### config.mk
export PLATFORM = sky130hd
export DESIGN_NAME = xzd_io_zone_decode
export DESIGN_NICKNAME = d
export VERILOG_FILES = /design/src/hw/xzd_pkg.sv /design/src/hw/xzd_io_zone_decode.sv /design/src/hw/xzd_zone_pair.sv
export VERILOG_INCLUDE_DIRS = /design/src /design/src/hw
export SDC_FILE = /design/constraint.sdc
export NUM_CORES = 1
export LEC_CHECK = 0
export ABC_AREA = 0
export BUFFER_PORTS_ARGS = -buffer_cell sky130_fd_sc_hd__buf_2
export CAP_MARGIN = 20
export CORE_MARGIN = 1
export CORE_UTILIZATION = 30
export CTS_BUF_LIST = sky130_fd_sc_hd__clkbuf_4 sky130_fd_sc_hd__clkbuf_8
export DETAILED_ROUTE_END_ITERATION = 8
export REMOVE_ABC_BUFFERS = 1
export SLEW_MARGIN = 15
export SYNTH_ARGS = -nofsm -noshare
export SYNTH_HDL_FRONTEND = slang
export SYNTH_SLANG_ARGS = --single-unit
### constraint.sdc
create_clock -name aclk -period 2.9 [get_ports aclk]
set_input_delay 0.29 -clock aclk [delete_from_list [all_inputs] [get_ports aclk]]
set_output_delay 0.29 -clock aclk [all_outputs]
set_load 0.02 [all_outputs]
### src/hw/xzd_defines.svh
// Register indices, field positions, reset values and fixed addresses of the I/O zone decode block.
// Assumes byte address = 4 * index on the register bus.
`ifndef XZD_DEFINES_SVH
`define XZD_DEFINES_SVH

`define XZD_IDX_CFG          8'hf0
`define XZD_IDX_A_BASE_HIGH  8'hf1
`define XZD_IDX_A_BASE_LOW   8'hf2
`define XZD_IDX_A_SIZE       8'hf3
`define XZD_IDX_B_BASE_HIGH  8'hf4
`define XZD_IDX_B_BASE_LOW   8'hf5
`define XZD_IDX_B_SIZE       8'hf6
`define XZD_IDX_LOCK_CTL     8'h20

`define XZD_CFG_RESET        8'h00
`define XZD_CFG_WR_MASK      8'h9f
`define XZD_SIZE_WR_MASK     8'h0f
`define XZD_LOCK_BIT         7
`define XZD_DEBUG_BIT        4
`define XZD_UNLOCK_BIT       0
`define XZD_STBY_SEL_BIT     1
`define XZD_SIZE_MAX         4'h8
`define XZD_DEBUG_PORT_ADDR  16'h0080

`define XZD_RESP_OKAY        2'h0
`define XZD_RESP_SLVERR      2'h2

`endif

### src/hw/xzd_pkg.sv
// Types shared by the I/O zone decode block.
// Assumes nothing of its surroundings.
package xzd_pkg;

    typedef logic [7:0] xzd_byte_t;

    typedef enum logic [1:0]
    {
        XZD_WR_COLLECT = 2'b01,
        XZD_WR_RESP    = 2'b10
    } xzd_wr_state_t;

endpackage : xzd_pkg

### src/hw/xzd_io_zone_decode.sv
// I/O zone decode configuration: lockable map registers on AXI4-Lite and the zone select decoder.
// Assumes io_req/io_addr come from logic on aclk; power-up reset inputs come from pins.
`timescale 1ns/100ps
`default_nettype none
`include "xzd_defines.svh"

module xzd_io_zone_decode
    import xzd_pkg::*;
(
    input  wire logic        aclk,
    input  wire logic        aresetn,
    input  wire logic [11:0] s_axi_awaddr,
    input  wire logic        s_axi_awvalid,
    output logic             s_axi_awready,
    input  wire logic [31:0] s_axi_wdata,
    input  wire logic [3:0]  s_axi_wstrb,
    input  wire logic        s_axi_wvalid,
    output logic             s_axi_wready,
    output logic [1:0]       s_axi_bresp,
    output logic             s_axi_bvalid,
    input  wire logic        s_axi_bready,
    input  wire logic [11:0] s_axi_araddr,
    input  wire logic        s_axi_arvalid,
    output logic             s_axi_arready,
    output logic [31:0]      s_axi_rdata,
    output logic [1:0]       s_axi_rresp,
    output logic             s_axi_rvalid,
    input  wire logic        s_axi_rready,
    input  wire logic        main_power_up_reset,
    input  wire logic        standby_power_up_reset,
    input  wire logic        io_req,
    input  wire logic [15:0] io_addr,
    input  wire logic [4:0]  ext_chip_selects,
    output logic [4:0]       zone_select,
    output logic             io_forward
);

    xzd_byte_t     cfg_r, a_high_r, a_low_r, a_size_r, b_high_r, b_low_r, b_size_r;
    logic          stby_sel_r;
    xzd_wr_state_t wr_state_r;
    logic          aw_done_r, w_done_r, awready_r, wready_r, arready_r, rvalid_r;
    logic [7:0]    aw_idx_r;
    xzd_byte_t     wbyte_r;
    logic          wlane_r;
    logic [1:0]    bresp_r, rresp_r;
    logic [31:0]   rdata_r;
    logic [1:0]    main_sync_r, stby_sync_r;
    logic [4:0]    zone_sel_r;
    logic          io_fwd_r;

    // Register read and write decoding
    function automatic logic idx_mapped(input logic [7:0] idx);
        return (idx >= `XZD_IDX_CFG && idx <= `XZD_IDX_B_SIZE) || idx == `XZD_IDX_LOCK_CTL;
    endfunction : idx_mapped

    wire logic aw_hs   = s_axi_awvalid && awready_r;
    wire logic w_hs    = s_axi_wvalid && wready_r;
    wire logic b_hs    = wr_state_r[1] && s_axi_bready;
    wire logic ar_hs   = s_axi_arvalid && arready_r;
    wire logic r_hs    = rvalid_r && s_axi_rready;
    wire logic wr_fire = aw_done_r && w_done_r && wr_state_r[0];
    wire logic wr_en   = wr_fire && wlane_r;
    wire logic locked  = cfg_r[`XZD_LOCK_BIT];
    wire logic map_wr  = wr_en && !locked;

    // Lock release sources; release wins over a simultaneous write of the lock
    wire logic unlock_wr   = wr_en && aw_idx_r == `XZD_IDX_LOCK_CTL && wbyte_r[`XZD_UNLOCK_BIT];
    wire logic por_release = stby_sel_r ? stby_sync_r[1] : main_sync_r[1];
    wire logic lock_clr    = unlock_wr || por_release;

    wire xzd_byte_t cfg_nxt  = (map_wr && aw_idx_r == `XZD_IDX_CFG) ? (wbyte_r & `XZD_CFG_WR_MASK) : cfg_r;
    wire xzd_byte_t cfg_fin  = lock_clr ? (cfg_nxt & ~(8'h01 << `XZD_LOCK_BIT)) : cfg_nxt;

    wire logic [7:0] ar_idx  = s_axi_araddr[9:2];
    wire logic       ar_ok   = idx_mapped(ar_idx) && s_axi_araddr[11:10] == 2'h0 && s_axi_araddr[1:0] == 2'h0;
    wire logic       aw_ok   = idx_mapped(aw_idx_r);

    wire xzd_byte_t rd_byte =
        (ar_idx == `XZD_IDX_CFG)         ? cfg_r    :
        (ar_idx == `XZD_IDX_A_BASE_HIGH) ? a_high_r :
        (ar_idx == `XZD_IDX_A_BASE_LOW)  ? a_low_r  :
        (ar_idx == `XZD_IDX_A_SIZE)      ? a_size_r :
        (ar_idx == `XZD_IDX_B_BASE_HIGH) ? b_high_r :
        (ar_idx == `XZD_IDX_B_BASE_LOW)  ? b_low_r  :
        (ar_idx == `XZD_IDX_B_SIZE)      ? b_size_r :
        (ar_idx == `XZD_IDX_LOCK_CTL)    ? {6'h00, stby_sel_r, 1'b0} : 8'h00;

    // Zone decode
    logic hit0, hit1, hit2, hit3;

    xzd_zone_pair pair_a
    (
        .base_high (a_high_r),
        .base_low  (a_low_r),
        .size_exp  (a_size_r[3:0]),
        .io_addr   (io_addr),
        .hit_lower (hit0),
        .hit_upper (hit1)
    );

    xzd_zone_pair pair_b
    (
        .base_high (b_high_r),
        .base_low  (b_low_r),
        .size_exp  (b_size_r[3:0]),
        .io_addr   (io_addr),
        .hit_lower (hit2),
        .hit_upper (hit3)
    );

    wire logic       dbg_hit  = io_addr == `XZD_DEBUG_PORT_ADDR;
    wire logic [4:0] raw_hits = {dbg_hit, hit3, hit2, hit1, hit0};
    // Each enable gates only its own zone; zone 1 and 3 never need 0 and 2 on
    wire logic [4:0] zone_nxt = io_req ? (raw_hits & cfg_r[4:0] & ext_chip_selects) : 5'h00;

    always_ff @(posedge aclk)
    begin
        main_sync_r <= {main_sync_r[0], main_power_up_reset};
        stby_sync_r <= {stby_sync_r[0], standby_power_up_reset};
    end

    // Map registers: reset clears all, lock freezes all but the release path
    always_ff @(posedge aclk)
    begin
        if (!aresetn)
        begin
            cfg_r    <= `XZD_CFG_RESET;
            a_high_r <= 8'h00;
            a_low_r  <= 8'h00;
            a_size_r <= 8'h00;
            b_high_r <= 8'h00;
            b_low_r  <= 8'h00;
            b_size_r <= 8'h00;
        end
        else
        begin
            cfg_r <= cfg_fin;
            if (map_wr && aw_idx_r == `XZD_IDX_A_BASE_HIGH) a_high_r <= wbyte_r;
            if (map_wr && aw_idx_r == `XZD_IDX_A_BASE_LOW)  a_low_r  <= wbyte_r;
            if (map_wr && aw_idx_r == `XZD_IDX_A_SIZE)      a_size_r <= wbyte_r & `XZD_SIZE_WR_MASK;
            if (map_wr && aw_idx_r == `XZD_IDX_B_BASE_HIGH) b_high_r <= wbyte_r;
            if (map_wr && aw_idx_r == `XZD_IDX_B_BASE_LOW)  b_low_r  <= wbyte_r;
            if (map_wr && aw_idx_r == `XZD_IDX_B_SIZE)      b_size_r <= wbyte_r & `XZD_SIZE_WR_MASK;
        end
    end

    // Lock control sits outside the lock so the unlock path always works
    always_ff @(posedge aclk)
    begin
        if (!aresetn)
            stby_sel_r <= 1'b0;
        else if (wr_en && aw_idx_r == `XZD_IDX_LOCK_CTL)
            stby_sel_r <= wbyte_r[`XZD_STBY_SEL_BIT];
    end

    // Write channel: address and data taken in any order, one write at a time
    always_ff @(posedge aclk)
    begin
        if (!aresetn)
        begin
            wr_state_r <= XZD_WR_COLLECT;
            aw_done_r  <= 1'b0;
            w_done_r   <= 1'b0;
            awready_r  <= 1'b1;
            wready_r   <= 1'b1;
            aw_idx_r   <= 8'h00;
            wbyte_r    <= 8'h00;
            wlane_r    <= 1'b0;
            bresp_r    <= `XZD_RESP_OKAY;
        end
        else
        begin
            if (aw_hs)
            begin
                aw_done_r <= 1'b1;
                awready_r <= 1'b0;
                aw_idx_r  <= (s_axi_awaddr[11:10] == 2'h0 && s_axi_awaddr[1:0] == 2'h0) ? s_axi_awaddr[9:2] : 8'h00;
            end
            if (w_hs)
            begin
                w_done_r <= 1'b1;
                wready_r <= 1'b0;
                wbyte_r  <= s_axi_wdata[7:0];
                wlane_r  <= s_axi_wstrb[0];
            end
            case (wr_state_r)
                XZD_WR_COLLECT:
                    if (wr_fire)
                    begin
                        wr_state_r <= XZD_WR_RESP;
                        bresp_r    <= aw_ok ? `XZD_RESP_OKAY : `XZD_RESP_SLVERR;
                    end
                XZD_WR_RESP:
                    if (b_hs)
                    begin
                        wr_state_r <= XZD_WR_COLLECT;
                        aw_done_r  <= 1'b0;
                        w_done_r   <= 1'b0;
                        awready_r  <= 1'b1;
                        wready_r   <= 1'b1;
                    end
                default:
                    wr_state_r <= XZD_WR_COLLECT;
            endcase
        end
    end

    // Read channel: answer one cycle after the address is taken
    always_ff @(posedge aclk)
    begin
        if (!aresetn)
        begin
            arready_r <= 1'b1;
            rvalid_r  <= 1'b0;
            rdata_r   <= 32'h0000_0000;
            rresp_r   <= `XZD_RESP_OKAY;
        end
        else if (ar_hs)
        begin
            arready_r <= 1'b0;
            rvalid_r  <= 1'b1;
            rdata_r   <= {24'h000000, rd_byte};
            rresp_r   <= ar_ok ? `XZD_RESP_OKAY : `XZD_RESP_SLVERR;
        end
        else if (r_hs)
        begin
            arready_r <= 1'b1;
            rvalid_r  <= 1'b0;
        end
    end

    always_ff @(posedge aclk)
    begin
        if (!aresetn)
        begin
            zone_sel_r <= 5'h00;
            io_fwd_r   <= 1'b0;
        end
        else
        begin
            zone_sel_r <= zone_nxt;
            io_fwd_r   <= |zone_nxt;
        end
    end

    assign s_axi_awready = awready_r;
    assign s_axi_wready  = wready_r;
    assign s_axi_bvalid  = wr_state_r[1];
    assign s_axi_bresp   = bresp_r;
    assign s_axi_arready = arready_r;
    assign s_axi_rvalid  = rvalid_r;
    assign s_axi_rdata   = rdata_r;
    assign s_axi_rresp   = rresp_r;
    assign zone_select   = zone_sel_r;
    assign io_forward    = io_fwd_r;
endmodule : xzd_io_zone_decode

`default_nettype wire

### src/hw/xzd_zone_pair.sv
// Address match for one base/size pair: a lower zone and the zone right above it.
// Assumes a size above 8 is reserved; such a pair matches nothing.
`timescale 1ns/100ps
`default_nettype none
`include "xzd_defines.svh"

module xzd_zone_pair
    import xzd_pkg::*;
(
    input  wire logic [7:0]  base_high,
    input  wire logic [7:0]  base_low,
    input  wire logic [3:0]  size_exp,
    input  wire logic [15:0] io_addr,
    output logic             hit_lower,
    output logic             hit_upper
);

    function automatic logic span_hit(input logic [15:0] addr, input logic [15:0] start, input logic [3:0] n);
        logic [15:0] keep;
        keep = 16'hffff << n;
        return (addr & keep) == (start & keep);
    endfunction : span_hit

    wire logic [15:0] start_lower = {base_high, base_low};
    wire logic [15:0] span        = 16'h0001 << size_exp;
    wire logic [15:0] start_upper = start_lower + span;
    wire logic        size_ok     = size_exp <= `XZD_SIZE_MAX;

    assign hit_lower = size_ok && span_hit(io_addr, start_lower, size_exp);
    assign hit_upper = size_ok && span_hit(io_addr, start_upper, size_exp);

endmodule : xzd_zone_pair

`default_nettype wire

### Word-level counts from Yosys, hierarchy flattened

Cells that the tools add are included.

* add/subtract/negate cells: 2
* multipliers: 0
* divide/modulo/power cells: 0
* $lt $le $gt $ge: 6
* equal/unequal tests: 25
* shift-type cells: 4
* muxes and demuxes: 33
* bitwise gates (word level): 9
* reduce and logical (&&, ||, !) cells: 40

Operators by type and width (number)
* $eq A8 B8 Y1 const B: 14
* $and A16 B16 Y16: 6
* $eq A16 B16 Y1: 4
* $mux W8: 8
* $add A16 B16 Y16: 2
* $shl A1 B4 Y16 const A: 2
* $shl A16 B4 Y16 const A: 2
* $logic_and A1 B1 Y1: 27
* $mux W1: 17
* $eq A16 B8 Y1 const B: 1
* $eq A8 B6 Y1 const B: 2
* $ge A8 B8 Y1 const B: 2
* $le A8 B8 Y1 const B: 2
* $and A5 B5 Y5: 2
* $mux W2: 5
* $le A4 B4 Y1 const B: 2
* $logic_not A2 Y1: 4
* $mux W5: 1
* $reduce_or A5 Y1: 1
* $mux W4: 1
* $ne A2 B2 Y1 const B: 2
* $pmux W2 S2: 1
* $reduce_and A2 Y1: 2
* $logic_or A1 B1 Y1: 3
* other kinds (6): 6

* register bits after elaboration: 96
* bits in latches: 0
* bits in writable memories: 0
* bits in read-only memories: 0
* bits of input ports: 91
* output and inout port bits: 47
* logic and storage cells: 145
* memories kept: 0

### Logic depth before layout (Yosys ltp)

* depth in word-level cells: 9
* mapped depth: 13
* depth with buffers taken out: 12

### By module

Synthesis repeated with hierarchy kept, for this count alone.

* cell total of the unflattened synthesis: 879
* area, all modules: 6896.6 um^2

By module, submodules not included
* xzd_io_zone_decode: times used 1, cells each 465, area an instance 4000.1 um^2, sequential area each 1841.8 um^2
* xzd_zone_pair at pair_b: times used 1, cells each 213, area an instance 1477.7 um^2, sequential area each 0.0 um^2
* xzd_zone_pair at pair_a: times used 1, cells each 201, area an instance 1418.9 um^2, sequential area each 0.0 um^2

### Worst setup path before layout

OpenSTA, ideal clock, no wires.

* path type: reg-to-reg
* from: register b_size_r[1]
* to: register io_fwd_r (netlist: io_forward)
* setup time: 0.095 ns
* arrival time: 3.067 ns
* data required time: 2.805 ns
* setup slack: -0.262 ns
* stages on the path, launching flop included: 13
* path buffers: 1
* clock period less this slack: 3.162 ns
* cell sequence: dfxtp_1 -> clkbuf_1 -> nand2b_1 -> nor3_1 -> fa_1 -> a211oi_1 -> o21ai_1 -> a2111oi_1 -> o31ai_1 -> a21oi_1 -> xnor2_1 -> a21boi_0 -> o311ai_1

* word-level cells in the longest chain between the ends: 9
* elaborated cells between the ends (all ways): 15
* those cells by class: add/sub: 1; order compare: 1; eq/ne: 2; shift: 2; mux: 1; bitwise: 5; reduce/logical: 3

Ends and longest elaborated chain
* start: declaration: line xzd_io_zone_decode.sv:38 `xzd_byte_t cfg_r, a_high_r, a_low_r, a_size_r, b_high_r, b_low_r, b_size_r;`
* start signal: assignment: line xzd_io_zone_decode.sv:143 `` if (map_wr && aw_idx_r == `XZD_IDX_B_SIZE) b_size_r <= wbyte_r & `XZD_SIZE_WR_MASK; ``
* $shl A1 B4 Y16: line xzd_zone_pair.sv:25 `wire logic [15:0] span = 16'h0001 << size_exp;`
* $add A16 B16 Y16: line xzd_zone_pair.sv:26 `wire logic [15:0] start_upper = start_lower + span;`
* $and A16 B16 Y16: line xzd_zone_pair.sv:21 `return (addr & keep) == (start & keep);`
* $eq A16 B16 Y1: line xzd_zone_pair.sv:21
* $logic_and A1 B1 Y1: line xzd_zone_pair.sv:30 `assign hit_upper = size_ok && span_hit(io_addr, start_upper, size_exp);`
* $and A5 B5 Y5 * (2 in a row): line xzd_io_zone_decode.sv:114 `wire logic [4:0] zone_nxt = io_req ? (raw_hits & cfg_r[4:0] & ext_chip_selects) : 5'h00;`
* $mux W5 *: line xzd_io_zone_decode.sv:114
* $reduce_or A5 Y1 *: line xzd_io_zone_decode.sv:242 `io_fwd_r <= |zone_nxt;`
* end signal: assignment: line xzd_io_zone_decode.sv:242
* end: declaration: line xzd_io_zone_decode.sv:49 `logic io_fwd_r;`

Every way passes the cells marked *; elsewhere a longest branch is shown, timed or not.
A chain may end at the register's enable or synchronous reset.

### Final worst setup path

* from: register b_size_r[2]
* to: register io_fwd_r (netlist: io_forward)

The elaborated chain is that of the path after synthesis.

==> impl_metrics.csv <==
group,metric,value,unit
die,design.core.area,0.0226,mm²
global_route,pin_count_of_the_biggest_net_entering_global_routing,80,
sta,fin_worst_hold_slack,0.110,ns
routing,met2_length,9470,µm
synth,synth_top_cells_by_count,"92 x sky130_fd_sc_hd__dfxtp_1, 60 x sky130_fd_sc_hd__nand2_1, 58 x sky130_fd_sc_hd__nor2b_1",
routing,num_vias,6450,
global_route,global_routing_usage_summed_across_all_routing_layers,18.1,%
pwr,p_leak,3.95,nW
global_route,first_global_vias,6163,
sta,achievable-frequency,334,MHz
routing,met1Wirelength,10200,µm
pwr,intPower,0.00176,W
sta,worst_clock_skew,0.0118,ns
synth,post_synth_num_cell_types,74,
sta,number_of_pins_with_negative_max_slew_slack_in_the_final_report,0,
synth,synth_cells,828,
final_layout,multi_input_comb_area,0.00503,mm²
routing,firstDrtPassIters,5,
sta,layout_min_cycle_time,3.00,ns
cts,cts_num_sinks,92,
pwr,combinational_fraction_of_design_power,13.2,%
sta,relSlewSlack,43.9,%
synth,synth_area,0.00688,mm²
global_route,grt_remaining_overflow,0,
global_route,antenna_found_initial,0,
synth,number_of_synthesized_flops_with_an_enable_pin,0,
pwr,p_per_area,286,mW/mm²
place,io_buffers,84,
synth,postSynth.asyncResetShare,0,%
pwr,ir_drop,0.000436,V
setup_path,start_kind,"flop",
status,status,"finished with violations",
hold_path,worstHoldPathType,"in2reg",
setup_path,critPathRequiredTime,3.15,ns
cts,clk_path_buf_depth,2,
sta,final_hold_violation_count,0,
cts,worstSkewPairLatency,0.38,ns
die,io_pins,138,
place,place.detailed.hpwl,16800,µm
cts,register_clock_pin_slew_on_the_reported_worst_setup_and_hold_paths,0.10,ns
synth,dominantRegCellSynth,"sky130_fd_sc_hd__dfxtp_1",
die,die_h,153,µm
synth,synth_most_common_cell,"sky130_fd_sc_hd__dfxtp_1",
place,placedInstanceArea,0.00808,mm²
cts,cts-htree-levels,3,
cts,ctsRootBufferMaster,"sky130_fd_sc_hd__clkbuf_8",
cts,clock_tree_from_tritoncts,"built",
pwr,design_power_total,0.00251,W
pwr,power.clock.fraction,34.6,%
setup_path,crit_path_max_fanout,12,
final_layout,drive_above_1_share,28.9,%
final_layout,areaGrowthSynthToFinish,27.7,%
synth,syn-mean-instance-area,8.31,µm²
routing,finalWirelength,21300,µm
place,gp_congestion,0.940,
sta,rsz0062_at_grt,"true",
die,floorplan.initialDensity,30.5,%
pwr,p_sw,0.000758,W
pwr,power_frac_seq,52.2,%
synth,synth_seq_area_share,26.8,%
routing,antenna_left,0,
sta,period_share,103,%
final_layout,num_antenna_cells,0,
die,die_w,153,µm
cts,cts_inserted_buffers,9,
synth,synth-warning-count,0,
final_layout,finalNetCount,1106,
die,row_count,55,
final_layout,regArea,0.00186,mm²
synth,netlist_top_cells_area,"sky130_fd_sc_hd__dfxtp_1 27%, sky130_fd_sc_hd__mux2i_1 8.1%, sky130_fd_sc_hd__xnor2_1 5.3%",
routing,vias_per_cell,5.06,
die,dieArea,0.0236,mm²
status,violations,"setup timing",
sta,final-setup-viol-count,2,
routing,remaining_drc_errors,0,
flow_run,cap_viol_max_count,0,
setup_path,timing.critical_path.to_type,"flop",
setup_path,critPathKind,"reg2reg",
routing,wire_length_per_cell,16.7,µm
pwr,switching_part_of_the_total_power,30.2,%
setup_path,worst-r2r-setup-slack,-0.1,ns
setup_path,cp_data_arrival_time,3.25,ns
synth,synth_top_area_share,26.8,%
synth,synth_area_leader_cell,"sky130_fd_sc_hd__dfxtp_1",
final_layout,layout.cell_area.non_filler,0.00879,mm²
routing,maxUsedRoutingLayer,"met4",
synth,ys_seq_elements,92,
sta,fin_ws,-0.0965,ns
sta,timing_worst_slew_pin_value,0.835,ns
routing,drt_iter0_drc,501,
final_layout,n_fill_cell,2320,
routing,route.met3.wl,1360,µm
global_route,grt_pass1_wl,33400,µm
cell families after synthesis:
family | Yosys count | synth area share (%)
AND/OR/NAND/NOR | 297 | 23.1
AO/OA/AOI/OAI | 175 | 17.7
flip-flops | 92 | 26.8
buffers and inverters | 89 | 6.56
XOR/XNOR | 83 | 10.8
multiplexers | 61 | 9.45
adder cells (fa/ha/maj) | 30 | 5.67
other | 1 | 0.0545
stage by stage:
step,cells,util (%),TNS (ns),setup slack (ns)
after detailed placement,1245,35.8,-0.543,-0.311
after global placement,1245,35.8,-0.416,-0.249
final,1275,38.9,-0.142,-0.0965
after CTS,1269,37.4,-0.118,-0.116
after global routing,1275,38.9,-0.481,-0.225
after floorplan,781,-,-0.196,-0.146
layer usage:
metal / vias up / track usage [%]
li1: 3208 / -
met1: 3011 / 24.9
met2: 215 / 28.8
met3: 16 / 4.11
met4: 0 / 4.00
met5: - / 0
repair_timing:
item	4_1_cts	5_1_grt
hold endpoints to repair	2	0
hold buffers	2	0
setup buffers	6	7
resized for setup	25	66
setup endpoints to repair	3	3
pin swaps	12	39
power groups by stage:
stage	Clock [W]	Combinational (W)	Sequential, W
detailed placement	0	0.000322	0.00135
global placement	0	0.000320	0.00135
global route	0.000946	0.000360	0.00132
floorplan	0	0.000166	0.00135
CTS	0.000892	0.000327	0.00132
finish	0.000869	0.000331	0.00131
critical path, cell delays in order (launching register included):
cell	delay [ns]
sky130_fd_sc_hd__dfxtp_4	0.38
sky130_fd_sc_hd__buf_4	0.16
sky130_fd_sc_hd__buf_4	0.17
sky130_fd_sc_hd__nand2b_4	0.15
sky130_fd_sc_hd__nor2_2	0.18
sky130_fd_sc_hd__ha_4	0.24
sky130_fd_sc_hd__a21o_1	0.21
sky130_fd_sc_hd__a21o_1	0.20
sky130_fd_sc_hd__buf_4	0.14
sky130_fd_sc_hd__a21oi_1	0.14
sky130_fd_sc_hd__and3_4	0.23
sky130_fd_sc_hd__o21ai_2	0.09
sky130_fd_sc_hd__a21oi_2	0.18
sky130_fd_sc_hd__mux2i_2	0.28
sky130_fd_sc_hd__o311ai_2	0.12
state kept, by name (all words and copies together), names as in the netlist, 4 cells and up:
register,count
zone_select,5
cfg_r,6
b_high_r,8
b_size_r,4
aw_idx_r,8
a_size_r,4
b_low_r,8
wbyte_r,8
s_axi_rdata,8
a_high_r,8
a_low_r,8
layout by cell type, fill, tap and decap left out, drive strengths merged, types with 15 or more instances in the layout:
master  count
buf       191
dfxtp      92
nand2      60
nor2b      58
mux2i      56
nor2       55
xnor2      42
xor2       40
a21oi      40
o21ai      38
ha         28
conb       26
inv        21
nor3       18
nand4      15
path summary, 6_finish.rpt:
kind | end | from | cells after the start
worst max-delay path | io_forward | b_size_r[2] | 14
worst min-delay path | s_axi_awready | s_axi_awvalid | 2
worst max register to register | io_forward | b_size_r[2] | 14
worst min register to register | stby_sync_r[1] | stby_sync_r[0] | 0
area by class of cell:
class	instances	area share, %
inverter	17	0.726
sequential	92	21.2
clock inverter	7	0.868
clock buffer	9	1.41
timing repair buffer	193	14.5
tap	285	4.06
multi-input combinational	672	57.2
Power figures use the tool's default switching activity.
